`config.mk`:
```
export PLATFORM = sky130hd
export DESIGN_NAME = wdc_watchdog
export DESIGN_NICKNAME = d
export VERILOG_FILES = /design/src/hdl/wdc_pkg.sv /design/src/hdl/wdc_tmr_if.sv /design/src/hdl/wdc_timer.sv /design/src/hdl/wdc_watchdog.sv
export VERILOG_INCLUDE_DIRS = /design/src /design/src/hdl
export SDC_FILE = /design/constraint.sdc
export NUM_CORES = 1
export LEC_CHECK = 0
export BUFFER_PORTS_ARGS = -buffer_cell sky130_fd_sc_hd__buf_4
export CORE_ASPECT_RATIO = 1.2
export CORE_MARGIN = 2
export CORE_UTILIZATION = 64
export CTS_CLUSTER_SIZE = 10
export DETAILED_ROUTE_END_ITERATION = 16
export PLACE_DENSITY_LB_ADDON = 0.3
export RECOVER_POWER = 50
export SYNTH_ARGS = -nofsm -noshare
export SYNTH_HDL_FRONTEND = slang
export SYNTH_SLANG_ARGS = --single-unit
```
`constraint.sdc`:
```
create_clock -name mclk -period 7.9 [get_ports mclk]
set_input_delay 1.185 -clock mclk [delete_from_list [all_inputs] [get_ports mclk]]
set_output_delay 1.185 -clock mclk [all_outputs]
set_load 0.02 [all_outputs]
```
`src/hdl/wdc_consts.svh`:
```
// register map, field codes and timing figures of the watchdog block
// assumes inclusion by the design modules, the host model and the bench
`ifndef WDC_CONSTS_SVH
`define WDC_CONSTS_SVH
// ----------------------------------------
// register addresses, configuration mask and bit positions
// ----------------------------------------
`define WDC_A_CTRL 7'h00
`define WDC_A_STAT 7'h05
`define WDC_A_CFG 7'h74
`define WDC_CFG_MASK 8'h3D
`define WDC_CFG_FNM 3
`define WDC_CFG_SDM 2
`define WDC_CFG_SLP 0
// ----------------------------------------
// operation selection and progress codes
// ----------------------------------------
`define WDC_SEL_AUTO 3'h1
`define WDC_SEL_TOUT 3'h2
`define WDC_SEL_WIN 3'h4
`define WDC_PRG_OFF 2'h0
`define WDC_PRG_FIRST 2'h1
`define WDC_PRG_SECOND 2'h2
// ----------------------------------------
// period codes and lengths in ms
// ----------------------------------------
`define WDC_NWP_8 4'h8
`define WDC_NWP_16 4'h1
`define WDC_NWP_32 4'h2
`define WDC_NWP_64 4'hB
`define WDC_NWP_128 4'h4
`define WDC_NWP_256 4'hD
`define WDC_NWP_1024 4'hE
`define WDC_NWP_4096 4'h7
`define WDC_MS_8 13'h0008
`define WDC_MS_16 13'h0010
`define WDC_MS_32 13'h0020
`define WDC_MS_64 13'h0040
`define WDC_MS_128 13'h0080
`define WDC_MS_256 13'h0100
`define WDC_MS_1024 13'h0400
`define WDC_MS_4096 13'h1000
// ----------------------------------------
// device modes, reset sources, timebase
// ----------------------------------------
`define WDC_M_NORMAL 2'h0
`define WDC_M_STANDBY 2'h1
`define WDC_M_SLEEP 2'h2
`define WDC_RSS_EARLY 5'h0E
`define WDC_RSS_OVF 5'h0F
`define WDC_RSS_ILLEGAL 5'h10
`define WDC_TICK_NS 1000000
`define WDC_CLK_NS 40
`endif

```
`src/hdl/wdc_pkg.sv`:
```
// types shared by the watchdog block
// assumes wdc_consts.svh on the include path
package wdc_pkg;
   typedef enum logic [1:0] {
      WDC_OFF = 2'b00,
      WDC_TOUT = 2'b01,
      WDC_WIN = 2'b10
   } wdc_kind_e;

   typedef struct packed {
      logic [26:0] pre;
      logic [12:0] el;
      logic ovf;
   } wdc_tmr_s;

   typedef struct packed {
      logic nvload;
      logic [7:0] cfg;
      logic [2:0] sel;
      logic [3:0] per;
      logic wd_failure_flag;
      logic rst;
      logic [4:0] src;
      logic wake;
      logic rxdl;
      logic v1on;
      logic stby;
      logic fail;
      logic [7:0] rdata;
      logic nvwr;
      logic [1:0] uvsel;
   } wdc_top_s;
endpackage

```
`src/hdl/wdc_tmr_if.sv`:
```
// carrier between the watchdog control and its period timer
// assumes both ends on mclk
`timescale 1ns/100ps
interface wdc_tmr_if;
   logic run;
   logic restart;
   logic restart_half;
   logic [12:0] period_ms;
   logic second_half;
   logic half_edge;
   logic ovf;
   logic [12:0] elapsed;
   modport ctl (output run, restart, restart_half, period_ms,
                input second_half, half_edge, ovf, elapsed);
   modport tmr (input run, restart, restart_half, period_ms,
                output second_half, half_edge, ovf, elapsed);
endinterface

```
`src/hdl/wdc_timer.sv`:
```
// millisecond period timer of the watchdog
// assumes a single clock mclk and synchronous active-low reset
`timescale 1ns/100ps
`include "wdc_consts.svh"
module wdc_timer
   import wdc_pkg::*;
#(
   parameter int MS_CYCLES = `WDC_TICK_NS / `WDC_CLK_NS
)(
   // clock and reset
   input wire logic mclk,
   input wire logic reset_n,
   // control side
   wdc_tmr_if.tmr t
);
   wdc_tmr_s q, d;
   logic [12:0] half;
   logic tick;

   assign half = t.period_ms >> 1;
   assign tick = q.pre == 27'(MS_CYCLES - 1);
   assign t.elapsed = q.el;
   assign t.ovf = q.ovf;
   // boundary is exactly half the period on the same ms count
   assign t.second_half = q.el >= half;
   assign t.half_edge = tick && (q.el + 13'h0001 == half);

   always_comb
   begin
      d = q;
      d.ovf = 1'b0;
      if (!t.run || t.restart)
      begin
         d.pre = '0;
         d.el = '0;
      end
      else if (t.restart_half)
      begin
         d.pre = '0;
         d.el = half;
      end
      else if (tick)
      begin
         d.pre = '0;
         if (q.el + 13'h0001 >= t.period_ms)
         begin
            d.el = '0;
            d.ovf = 1'b1;
         end
         else
            d.el = q.el + 13'h0001;
      end
      else
         d.pre = q.pre + 27'h0000_001;
   end

   always_ff @(posedge mclk)
   begin
      if (!reset_n)
         q <= '0;
      else
         q <= d;
   end
endmodule

```
`src/hdl/wdc_watchdog.sv`:
```
// watchdog supervision: configuration, status, window/timeout/autonomous
// assumes decoded register frames and device mode on mclk, nv byte ready
`timescale 1ns/100ps
`include "wdc_consts.svh"
module wdc_watchdog
   import wdc_pkg::*;
#(
   parameter int MS_CYCLES = `WDC_TICK_NS / `WDC_CLK_NS
)(
   // clock and reset
   input wire logic mclk,
   input wire logic reset_n,
   // register frames
   input wire logic reg_wr,
   input wire logic [6:0] reg_addr,
   input wire logic [7:0] reg_wdata,
   output logic [7:0] reg_rdata_q,
   // device context
   input wire logic [1:0] sbc_mode,
   input wire logic wake_in,
   input wire logic wake_ack,
   input wire logic wdf_clr,
   // non-volatile byte
   input wire logic [7:0] nv_rd_data,
   output logic nv_wr_q,
   output logic [7:0] nv_wr_data_q,
   // results
   output logic sys_reset_q,
   output logic [4:0] reset_source_code_q,
   output logic wd_failure_flag_q,
   output logic wake_event_q,
   output logic rxd_low_q,
   output logic main_regulator_on_q,
   output logic go_standby_q,
   output logic spi_fail_q,
   output logic [1:0] uv_threshold_sel_q,
   output logic sleep_cmd_lock_q,
   output logic forced_normal_flag_q,
   output logic sw_dev_flag_q
);
   wdc_top_s q, d;
   wdc_kind_e kind;
   wdc_tmr_if t ();
   logic forced_normal_ctrl, sw_dev_ctrl, sw_dev_operation;
   logic vsel, vper, wr_ctrl, trig, rs, rh;
   logic [12:0] new_ms;
   logic [1:0] wd_progress;
   logic [7:0] stat_byte;

   function automatic logic [12:0] per_ms(input logic [3:0] c);
      case (c)
         `WDC_NWP_8: per_ms = `WDC_MS_8;
         `WDC_NWP_16: per_ms = `WDC_MS_16;
         `WDC_NWP_32: per_ms = `WDC_MS_32;
         `WDC_NWP_64: per_ms = `WDC_MS_64;
         `WDC_NWP_128: per_ms = `WDC_MS_128;
         `WDC_NWP_256: per_ms = `WDC_MS_256;
         `WDC_NWP_1024: per_ms = `WDC_MS_1024;
         `WDC_NWP_4096: per_ms = `WDC_MS_4096;
         default: per_ms = '0;
      endcase
   endfunction

   wdc_timer #(.MS_CYCLES(MS_CYCLES)) u_timer (
      .mclk(mclk),
      .reset_n(reset_n),
      .t(t.tmr)
   );

   // ----------------------------------------
   // configuration decode
   // ----------------------------------------
   assign forced_normal_ctrl = q.cfg[`WDC_CFG_FNM];
   assign sw_dev_ctrl = q.cfg[`WDC_CFG_SDM];
   assign sw_dev_operation = sw_dev_ctrl && !forced_normal_ctrl;
   assign vsel = reg_wdata[7:5] == `WDC_SEL_AUTO ||
                 reg_wdata[7:5] == `WDC_SEL_TOUT ||
                 reg_wdata[7:5] == `WDC_SEL_WIN;
   assign new_ms = per_ms(reg_wdata[3:0]);
   assign vper = new_ms != '0;
   assign wr_ctrl = reg_wr && reg_addr == `WDC_A_CTRL;
   assign wd_progress = kind == WDC_OFF ? `WDC_PRG_OFF :
                        t.second_half ? `WDC_PRG_SECOND :
                        `WDC_PRG_FIRST;
   assign stat_byte = {4'h0, forced_normal_ctrl, sw_dev_operation,
                       wd_progress};

   // ----------------------------------------
   // effective operation per device mode
   // ----------------------------------------
   always_comb
   begin
      kind = WDC_OFF;
      if (forced_normal_ctrl)
         kind = WDC_OFF;
      else
      begin
         case (q.sel)
            `WDC_SEL_WIN:
            begin
               if (sbc_mode == `WDC_M_NORMAL)
                  kind = WDC_WIN;
               else if (sbc_mode != 2'h3)
                  kind = WDC_TOUT;
            end
            `WDC_SEL_TOUT:
            begin
               if (sbc_mode != 2'h3)
                  kind = WDC_TOUT;
            end
            `WDC_SEL_AUTO:
            begin
               if (sw_dev_operation)
                  kind = WDC_OFF;
               else if (sbc_mode == `WDC_M_NORMAL)
                  kind = WDC_TOUT;
               else if (sbc_mode == `WDC_M_STANDBY && q.rxdl)
                  kind = WDC_TOUT;
            end
            default: kind = WDC_OFF;
         endcase
      end
   end

   assign t.run = kind != WDC_OFF;
   assign t.period_ms = per_ms(q.per);
   assign t.restart = rs;
   assign t.restart_half = rh;

   // ----------------------------------------
   // main next-state logic
   // ----------------------------------------
   always_comb
   begin
      d = q;
      d.nvload = 1'b0;
      d.rst = 1'b0;
      d.wake = 1'b0;
      d.stby = 1'b0;
      d.fail = 1'b0;
      d.nvwr = 1'b0;
      trig = 1'b0;
      rs = 1'b0;
      rh = 1'b0;
      if (q.nvload)
      begin
         d.cfg = nv_rd_data & `WDC_CFG_MASK;
         d.uvsel = nv_rd_data[5:4];
         if (nv_rd_data[`WDC_CFG_SDM] && !nv_rd_data[`WDC_CFG_FNM])
            d.sel = `WDC_SEL_AUTO;
      end
      if (reg_wr && reg_addr == `WDC_A_CFG)
      begin
         d.cfg = reg_wdata & `WDC_CFG_MASK;
         d.nvwr = 1'b1;
      end
      if (wr_ctrl)
      begin
         if (!vsel || !vper)
            d.fail = 1'b1;
         else if (sbc_mode == `WDC_M_NORMAL && reg_wdata[7:5] != q.sel)
         begin
            d.rst = 1'b1;
            d.src = `WDC_RSS_ILLEGAL;
         end
         else
         begin
            d.sel = reg_wdata[7:5];
            d.per = reg_wdata[3:0];
            trig = 1'b1;
         end
      end
      if (trig)
      begin
         rs = 1'b1;
         if (kind == WDC_TOUT && t.half_edge)
         begin
            rs = 1'b0;
            rh = 1'b1;
         end
         else if (kind == WDC_TOUT && new_ms < t.period_ms)
         begin
            if (t.second_half)
               d.wd_failure_flag = 1'b1;
            else if (t.elapsed >= (new_ms >> 1))
            begin
               rs = 1'b0;
               rh = 1'b1;
            end
         end
         if (kind == WDC_WIN && !t.second_half)
         begin
            d.rst = 1'b1;
            d.src = `WDC_RSS_EARLY;
         end
      end
      if (t.ovf && kind == WDC_WIN)
      begin
         d.rst = 1'b1;
         d.src = `WDC_RSS_OVF;
      end
      else if (t.ovf && kind == WDC_TOUT)
      begin
         if (q.wd_failure_flag)
         begin
            d.rst = 1'b1;
            d.src = `WDC_RSS_OVF;
         end
         d.wd_failure_flag = 1'b1;
         if (sbc_mode == `WDC_M_SLEEP)
         begin
            d.wake = 1'b1;
            d.rxdl = 1'b1;
            d.v1on = 1'b1;
         end
      end
      else if (wdf_clr && !(trig && d.wd_failure_flag && !q.wd_failure_flag))
         d.wd_failure_flag = 1'b0;
      if (wake_in && q.sel == `WDC_SEL_AUTO && !sw_dev_operation &&
          !forced_normal_ctrl)
      begin
         d.rxdl = 1'b1;
         rs = 1'b1;
         if (sbc_mode == `WDC_M_SLEEP)
            d.stby = 1'b1;
      end
      else if (wake_ack && !d.wake)
         d.rxdl = 1'b0;
      if (sbc_mode != `WDC_M_SLEEP)
         d.v1on = 1'b0;
      case (reg_addr)
         `WDC_A_CTRL: d.rdata = {q.sel, 1'b0, q.per};
         `WDC_A_STAT: d.rdata = stat_byte;
         `WDC_A_CFG: d.rdata = q.cfg;
         default: d.rdata = 8'h00;
      endcase
   end

   always_ff @(posedge mclk)
   begin
      if (!reset_n)
         q <= '{nvload: 1'b1, sel: `WDC_SEL_TOUT, per: `WDC_NWP_128,
                default: '0};
      else
         q <= d;
   end

   // ----------------------------------------
   // outputs
   // ----------------------------------------
   assign reg_rdata_q = q.rdata;
   assign nv_wr_q = q.nvwr;
   assign nv_wr_data_q = q.cfg;
   assign sys_reset_q = q.rst;
   assign reset_source_code_q = q.src;
   assign wd_failure_flag_q = q.wd_failure_flag;
   assign wake_event_q = q.wake;
   assign rxd_low_q = q.rxdl;
   assign main_regulator_on_q = q.v1on;
   assign go_standby_q = q.stby;
   assign spi_fail_q = q.fail;
   assign uv_threshold_sel_q = q.uvsel;
   assign sleep_cmd_lock_q = q.cfg[`WDC_CFG_SLP];
   assign forced_normal_flag_q = q.cfg[`WDC_CFG_FNM];
   assign sw_dev_flag_q = q.cfg[`WDC_CFG_SDM] && !q.cfg[`WDC_CFG_FNM];
endmodule

```
Word level (Yosys, flattened, before mapping)
Memory sizes are Yosys's and may differ from the RTL's. A register that Yosys moved wholly into a read port is not among the register bits.
Cells that the tools add are included.

operators by class
  div/mod/pow operators = 0
  $add $sub $neg = 2
  mux-type cells = 62
  order comparisons = 4
  equality and inequality tests = 18
  bitwise logic cells = 5
  shift operators = 0
  multipliers = 0
  reductions and logical operators = 53

operator list
  operator                                                           count
  39-bit 2-to-1 mux                                                  1
  6-bit 2-to-1 mux                                                   6
  1-bit 2-to-1 mux                                                   33
  7-bit 2-to-1 mux                                                   4
  27-bit by 1-bit adder with 27-bit output, second input constant    1
  27-bit by 15-bit == test with 1-bit output, second input constant  1
  13-bit by 12-bit >= comparator with 1-bit output                   2
  13-bit 2-to-1 mux                                                  2
  8-bit case mux with 3 select lines                                 1
  1-bit logical AND                                                  19
  9-bit 2-to-1 mux                                                   2
  13-bit by 1-bit adder with 13-bit output, second input constant    1
  13-bit by 12-bit == test with 1-bit output                         1
  13-bit >= comparator                                               1
  13-bit < comparator                                                1
  13-bit nonzero test                                                1
  12-bit 2-to-1 mux                                                  1
  1-bit logical NOT                                                  10
  2-bit 2-to-1 mux                                                   5
  3-bit 2-to-1 mux                                                   3
  3-bit AND reduction                                                3
  4-bit 2-to-1 mux                                                   2
  8-bit 2-to-1 mux                                                   1
  4-bit OR reduction                                                 2
  other kinds (20)                                                   40

word-level totals
  latch bits = 0
  bits of input ports = 31
  memory bits (read-only) = 256
  memories kept = 2
  flip-flop bits (word level) = 77
  word-level logic and storage cells = 166
  RAM bits = 0

memories
  memory           depth  bits a word  rd ports  clocked after memory_dff  write ports  line                source
  (no name shown)  16     8            1         1                         0            wdc_watchdog.sv:51  case (c)
  (no name shown)  16     8            1         0                         0            wdc_watchdog.sv:51

Logic depth before layout (Yosys ltp)
Gate-level depths: netlist (run 1).

  depth after elaboration = 20
  mapped depth = 14
  depth with buffers taken out = 12

By module
From an unflattened synthesis (run 1), not the netlist that was laid out.

second synthesis, totals
  cells, all modules = 705
  area, all modules = 5759.3 um^2

by module, submodules not included
  module        instances  cells an instance  area each (um^2)
  wdc_timer     1          394                3165.5
  wdc_watchdog  1          311                2593.7

Worst setup path before layout (run 1)
No wires, ideal clock.

  path kind = input to register
  from = input reg_wdata[3]
  to = register u_timer.q, in the netlist u_timer.t.elapsed[2]
  data arrival time = 3.607 ns
  slack = 4.177 ns
  cell stages on the path = 11
  buffers on the path = 1
  cell sequence = buf_2 nand2b_1 or3_1 ha_1 or4_1 a21oi_1 o21ai_1 a2111oi_4 nor3_4 or2_4 o211a_1

between the ends
  longest elaborated chain between the ends = 10
  elaborated cells on any way between the ends = 24
  those cells by class = order compare (2); mux (14); reduce/logical (7); memory (1)

RTL lines
  element                                                                                  line                                      source
  start, declared                                                                          wdc_watchdog.sv:16                        input wire logic [7:0] reg_wdata,
  memory 16 x 8 bit (*)                                                                    -
  13-bit by 12-bit >= comparator with 1-bit output or 13-bit nonzero test (tied branches)  wdc_watchdog.sv:185, wdc_watchdog.sv:80
  1-bit 2-to-1 mux or 1-bit logical NOT (tied branches)                                    wdc_watchdog.sv:185, wdc_watchdog.sv:159
  1-bit 2-to-1 mux or 1-bit logical OR (tied branches)                                     wdc_watchdog.sv:183, wdc_watchdog.sv:159
  1-bit 2-to-1 mux, on equally long branches                                               wdc_watchdog.sv:181, wdc_watchdog.sv:159
  1-bit 2-to-1 mux, on equally long branches                                               wdc_watchdog.sv:176, wdc_watchdog.sv:157
  1-bit 2-to-1 mux                                                                         wdc_watchdog.sv:173                       if (trig)
  1-bit 2-to-1 mux                                                                         wdc_watchdog.sv:219                       if (wake_in && q.sel == `WDC_SEL_AUTO && !sw_dev_operation &&
  1-bit logical OR                                                                         wdc_timer.sv:32                           if (!t.run || t.restart)
  2-bit OR reduction (no line)                                                             -
  end signal, assigned                                                                     wdc_timer.sv:60                           q <= '0;
  end signal, assigned                                                                     wdc_timer.sv:62                           q <= d;
  end, declared                                                                            wdc_timer.sv:16                           wdc_tmr_s q, d;

Every way passes the cells marked *; elsewhere a longest branch is shown, timed or not.
A chain may end at the register's enable or synchronous reset.

Worst setup path in the final report (run 1)
  from = register u_timer.q, in the netlist u_timer.t.elapsed[0]
  to = register u_timer.q, in the netlist u_timer.t.elapsed[11]

between the ends
  longest elaborated chain between the ends = 9
  elaborated cells on any way between the ends = 24
  those cells by class = add/sub (1); order compare (3); eq/ne (1); mux (14); reduce/logical (5)

RTL lines
  element
  branches (longest 9 deep; another with 13-bit by 1-bit adder with 13-bit output)

Several ways; the timed one is not identified. The select of a mux whose other input is x is not followed.

==> run metrics, run 1 <==
Mapped Area=5463 um^2; area of the multi-input gates=3336 um^2; first-pass GRT wire length=about 22 mm; Sum Neg Setup Slack=0 ns; drt drc=0; std cell rows=36; Area growth syn-to-layout=7.055%; drt initial violations=319; HP Start=reset_source_code_q[1]$_SDFF_PN0_; DR WL/cell=~17 um; final hold vios=0; Critical R2R Launch=u_timer.t.elapsed[0]$_SDFFE_PP0P_; Fill cells=between 600 and 700; Final Power=just under 0.0009 W; Reg2Reg Capture Point=u_timer.t.elapsed[11]$_SDFFE_PP0P_; latest clock arrival within the worst-skew pair=0.37 ns; Worst Path Max Fanout=9; kind of critical path=flop to flop; Sink Count=85; max_cap viols=0; Final Net Count=722; clock slew at reported path FFs=approximately 0.1 ns; starting density of the core=0.6664; post-route ant nets=0; sequential cell area=between 1500 and 2000 um^2; Seq cells post-synth=85; vias in the first global route=around 4600; Slew headroom=0.4188; Clock Skew=0.01213 ns; Top FF cell, synth=dfxtp_1; vias per inst=between 6 and 7; asr flop ratio synth=0; Max VDD drop=slightly above 100 uV; Core ar.=slightly above 8000 um^2; status=finished clean; CTS max path bufs=2; Yosys top cell by area=dfxtp_1; Post-DP Area=5747 um^2; I/O pin cnt=65; worst hold slack=about 0.46 ns; met2 routed WL=between 6 and 7 mm; largest net degree at the start of global routing=28; H-tree levels=3; RSZ-0062 raised after global routing=false; share of cells above drive strength 1=0.09741; yosys warns=0; pwr/cell area=148.3 nW/um^2; post-CTS sizing=0; ANT cells=0; highest routed layer=met4; dominant cells by area after synthesis=dfxtp_1 31%, ha_1 8.9%, nor2_1 4.5%; initial antenna violation count=0; Max Transition Viols Final=0; total wire length=13.42 mm; Total GRT Usage=0.2928; crit share post-route=0.4833; f_max=approximately 260 MHz; setup bufs post-CTS=0; Die Ht=105.2 um; Syn Inst Count=630; number of buffers inserted by port buffering=58; CTS tree=built; area share of the largest cell type after synthesis=0.3115; Worst EP required=between 8 and 9 ns; Tmin final=3.818 ns; Startpoint Class=flop; CP Capture Type=flop; die width=between 80 and 90 um; M1 WL=5.482 mm; Post-DP HPWL=roughly 10 mm; Synth cell types=74; Reg2Reg Setup Slack=approximately 4 ns; Hold Path Class=flop to flop; P_leak=about 2.4 nW; DR vias=between 4000 and 5000; root buf cell=clkbuf_8; sequential area share after synthesis=0.3115; CTS Buf Count=9; die area=between 9000 and 10000 um^2; Arr. time, crit path=between 4 and 5 ns; commonest non-fill, non-tap cell in the layout=dfxtp_1; Final Cell Area=a little under 6000 um^2; Hold Path End=reset_source_code_q[1]$_SDFF_PN0_; Slew @ Worst Pin=~0.87 ns; final-report setup violation count=0; syn_area_per_cell=8.671 um^2; RePlAce Congestion=roughly 1; EDFF count, synth=0; global route overflow=0; worst r2r path cells=12; # hold bufs at CTS=0; hold depth=2; wire length on met3=998 um; Initial DRT Pass Iterations=5; most frequent cells in the layout=85 x dfxtp_1, 66 x nor2_1, 43 x nand2_1
-- registers in the layout (all words and copies together), names as in the netlist --
name	count
u_timer.q	27
u_timer.t.elapsed	13
q	8
reg_rdata_q	8
t.period_ms	8
nv_wr_data_q	5
reset_source_code_q	5
uv_threshold_sel_q	2
go_standby_q	1
main_regulator_on_q	1
nv_wr_q	1
rxd_low_q	1
spi_fail_q	1
sys_reset_q	1
u_timer.t.ovf	1
wake_event_q	1
wd_failure_flag_q	1
-- per-stage QoR --
stage | instances | utilization | setup slack, ns
after CTS | 771 | 0.7289 | 4.211
final | 771 | 0.7134 | 4.082
after detailed placement | 755 | 0.7010 | 3.924
after floorplan | 632 | - | 4.177
after global placement | 755 | 0.7010 | 3.956
after global routing | 771 | 0.7134 | 3.817
-- synthesized netlist by cell type (3+ instances only) --
cell type / instances
nand2b_1: 11
nand4b_1: 4
xnor2_1: 22
a22oi_1: 3
o21a_1: 7
xnor3_1: 4
nor2_1: 66
o211ai_1: 6
o21ai_1: 3
o31a_1: 4
xor2_1: 24
ha_1: 39
mux2i_1: 13
nand3_1: 30
clkbuf_1: 9
o21ai_0: 12
and2_1: 5
buf_2: 13
nor3_1: 16
buf_4: 26
nor2b_1: 5
a21oi_1: 20
a31oi_1: 4
inv_1: 32
nand2_1: 43
and3_1: 16
nand4_1: 13
or3_1: 4
o31ai_1: 5
nand3b_1: 4
a211o_1: 4
dfxtp_1: 85
a211oi_1: 11
nor4_1: 15
and4_1: 4
-- cell families after synthesis --
kind of cell / share of synthesized area
and+or+nand+nor: 0.2698
AOI/OAI and AO/OA: 0.1361
DFF: 0.3115
buffers and inverters: 0.07856
xor gates and xnor gates: 0.09024
adders and majority gates: 0.08933
muxes: 0.02382
other: 0.0006865
-- power by group --
| group | switching [W] | internal, W |
|---|---|---|
| combinational | 0.0000425 | 0.0000285 |
| sequential | 0.00000607 | 0.000432 |
| clock | 0.000174 | 0.000184 |
| total | 0.000223 | 0.000644 |
-- worst max-delay path, stage by stage, from the launching register on --
cell      delay, ns
dfxtp_1        0.52
ha_1           0.37
and3_1         0.35
xnor2_1        0.26
inv_1          0.08
ha_1           0.29
nor2b_1        0.13
o211ai_1       0.16
a21oi_1        0.09
o41a_1         0.61
nor4_4         0.58
o21ai_0        0.21
nand3_1        0.12
-- how the worst max path moves through the flow --
stage,slack [ns],to,from,cells past startpoint
4_1_cts,4.21,u_timer.t.elapsed[11]$_SDFFE_PP0P_,u_timer.t.elapsed[0]$_SDFFE_PP0P_,12
6_report,4.08,u_timer.t.elapsed[11]$_SDFFE_PP0P_,u_timer.t.elapsed[0]$_SDFFE_PP0P_,12
2_1_floorplan,4.18,u_timer.t.elapsed[2]$_SDFFE_PP0P_,reg_wdata[3],11
3_3_place_gp,3.96,u_timer.t.elapsed[4]$_SDFFE_PP0P_,reg_wdata[3],11
5_1_grt,3.82,u_timer.t.elapsed[1]$_SDFFE_PP0P_,reset_n,7
3_5_place_dp,3.92,u_timer.t.elapsed[6]$_SDFFE_PP0P_,reg_wdata[3],11
-- per-layer routing --
layer,up-vias,global-route usage
met2,222,0.4850
met5,-,0
met3,32,0.06872
met4,0,0.1050
met1,2230,0.3660
li1,2268,-
-- cell type report --
cell class / instances / area share
multi-input cells: 465 / 0.5704
flip-flops and latches: 85 / 0.2910
repair buffers: 59 / 0.05456
well taps: 114 / 0.02439
clock buffers: 9 / 0.02118
inverters: 32 / 0.02054
clock inverters: 7 / 0.01797
(Power assumes the default switching activity.)
==> run 2: changes to the inputs <==
ABC_AREA = 1   (was not set)
CORE_UTILIZATION = 59   (was 64)
clock period = 3.55 ns   (was 7.9 ns; I/O delays follow)
==> run metrics, run 2 <==
crit share post-route=0.8490; fraction of the mapped netlist area in simple logic gates=0.3591; Worst Path Max Fanout=9; number of buffers inserted by port buffering=58; status=finished clean; commonest non-fill, non-tap cell in the layout=nand2_1; drt initial violations=between 300 and 400; final hold vios=0; Top FF cell, synth=dfxtp_1; H-tree levels=3; kind of critical path=flop to flop; Mapped Area=5617 um^2; Sink Count=85; Sum Neg Setup Slack=0 ns; vias per inst=~5.6; post-layout util=0.6563; post-route ant nets=0; max reg flops=27; Initial DRT Pass Iterations=7; Post-DP Area=around 6000 um^2; vias in the first global route=around 5200; adder-cell area share of the yosys netlist=0.08688; P_leak=~2.7 nW; EDFF count, synth=0; pwr/cell area=~340 nW/um^2; largest family of logic cells by synthesized area=simple AND/OR/NAND/NOR gates; ANT cells=0; Syn Inst Count=approximately 830; top cells by count, synth=165 x nand2_1, 114 x inv_1, 104 x nor2_1; Synth Area in Compound Gates=0.1127; Slew headroom=0.5077; area share of the largest cell type after synthesis=0.3030; Tmin final=around 3 ns; global route overflow=0; asr flop ratio synth=0; Setup WS pre-CTS=around 0.6 ns; root buf cell=clkbuf_16; CTS tree=built; Core ar.=between 9000 and 10000 um^2; starting density of the core=0.5995; Startpoint Class=flop; sequential area share after synthesis=0.3030; latest clock arrival within the worst-skew pair=approximately 0.35 ns; Area growth syn-to-layout=9.468%; RSZ-0062 raised after global routing=false; Yosys top cell by area=dfxtp_1; yosys warns=0; RePlAce Congestion=slightly above 1; clock slew at reported path FFs=~0.07 ns; Final Cell Area=~6100 um^2; CTS Buf Count=9; Fill cells=approximately 860; worst hold slack=between 0.4 and 0.5 ns; drt drc=0; final-report setup violation count=0; dominant cells by area after synthesis=dfxtp_1 30%, nand2_1 11%, ha_1 8.7%; Largest Register=u_timer.q; Arr. time, crit path=between 3 and 4 ns; setup bufs post-CTS=0; largest net degree at the start of global routing=26; setup ws final=approximately 0.54 ns; syn_area_per_cell=just under 7 um^2; most frequent cells in the layout=166 x nand2_1, 114 x inv_1, 105 x nor2_1; Slew @ Worst Pin=0.7307 ns; Seq cells post-synth=85; # hold bufs at CTS=0; first-pass GRT wire length=between 20 and 25 mm; CTS max path bufs=2; Final Net Count=943; total wire length=about 15 mm; max_cap viols=0; Synth cell types=48; share of cells above drive strength 1=0.09112; std cell rows=39; f_max=331.8 MHz; die area=10320 um^2; Post-DP HPWL=between 10 and 15 mm; Die Ht=approximately 110 um; Synth Area in XOR/XNOR=0.01671; die width=93.07 um; initial antenna violation count=0; mux share of post-synthesis cell area=0; most frequent cell after synthesis=nand2_1; Worst EP required=approximately 3.8 ns; sequential cell area=1702 um^2; I/O pin cnt=65; DR WL/cell=14.58 um; Max Transition Viols Final=0; post-CTS sizing=0; DR vias=roughly 5600; Total GRT Usage=0.2872; Max VDD drop=241.0 uV; CP Capture Type=flop; area of the multi-input gates=roughly 3200 um^2; Clock Skew=0.01031 ns; Hold Path Class=flop to flop
## run 2: cell count changes in the layout (fill, tap and decap cells not counted), moves of 20 or more
cell	delta
nand2_1	+123
inv_1	+82
nor2_1	+39
nand3_1	+34
a21oi_1	+28
o21ai_0	+20
xnor2_1	-20
## run 2: worst max-delay path, stage by stage (launching register included)
cell,delay (ns)
dfxtp_1,0.45
ha_1,0.23
nand2_2,0.09
inv_2,0.10
nand2_1,0.07
o21bai_1,0.12
nand2_1,0.10
inv_1,0.13
ha_1,0.26
nand2_1,0.07
inv_1,0.04
nand2_1,0.06
nand2_1,0.05
a21oi_1,0.13
nand3_1,0.10
nand2_1,0.07
nand2_1,0.05
nand2_1,0.20
nand2_1,0.14
nor2_1,0.25
nand2_1,0.12
o22ai_1,0.13
## run 2: cells by family (layout without fill, tap and decap cells)
logic type / after synthesis / after routing
AND/OR/NAND/NOR: 433 / 433
buffers and inverters: 154 / 197
AO/OA/AOI/OAI: 112 / 112
flip-flops: 85 / 85
adder cells (fa/ha/maj): 39 / 39
XOR/XNOR: 9 / 9
other: 1 / 3
## run 2: cell type report
cell class / count / share of cell area
multi-input cells: 596 / 0.5250
flip-flops and latches: 85 / 0.2768
inverters: 122 / 0.07489
repair buffers: 59 / 0.05128
clock buffers: 9 / 0.03663
well taps: 123 / 0.02503
clock inverters: 7 / 0.01038
## run 2: routing by layer
layer / GRT usage / part of all wire / vias to the layer above
met5: 0 / 0 / -
met4: 0.1324 / 0.034 / 0
met3: 0.05099 / 0.064 / 40
met2: 0.5092 / 0.50 / 243
met1: 0.3306 / 0.40 / 2546
li1: - / - / 2795
## run 2: worst paths after layout
kind | from | end | slack, ns | cells past startpoint
max reg2reg | u_timer.t.elapsed[1]$_SDFFE_PP0P_ | u_timer.t.elapsed[10]$_SDFFE_PP0P_ | 0.54 | 21
min reg2reg | uv_threshold_sel_q[1]$_SDFFE_PN0P_ | uv_threshold_sel_q[1]$_SDFFE_PN0P_ | 0.46 | 2
min | uv_threshold_sel_q[1]$_SDFFE_PN0P_ | uv_threshold_sel_q[1]$_SDFFE_PN0P_ | 0.46 | 2
max | u_timer.t.elapsed[1]$_SDFFE_PP0P_ | u_timer.t.elapsed[10]$_SDFFE_PP0P_ | 0.54 | 21
## run 2: per-stage QoR
step,std cells,total power (W)
finish,1001,0.002060
global route,1001,0.002124
CTS,1001,0.002069
detailed placement,985,0.001158
global placement,985,0.001154
floorplan,835,0.001101
## run 2: power breakdown
part | switching, W | leakage, nW | internal [W]
registers | 0.00000899 | 0.687 | 0.000962
clock network | 0.000436 | 0.142 | 0.000493
logic | 0.000106 | 1.90 | 0.0000542
total | 0.000552 | 2.73 | 0.00151
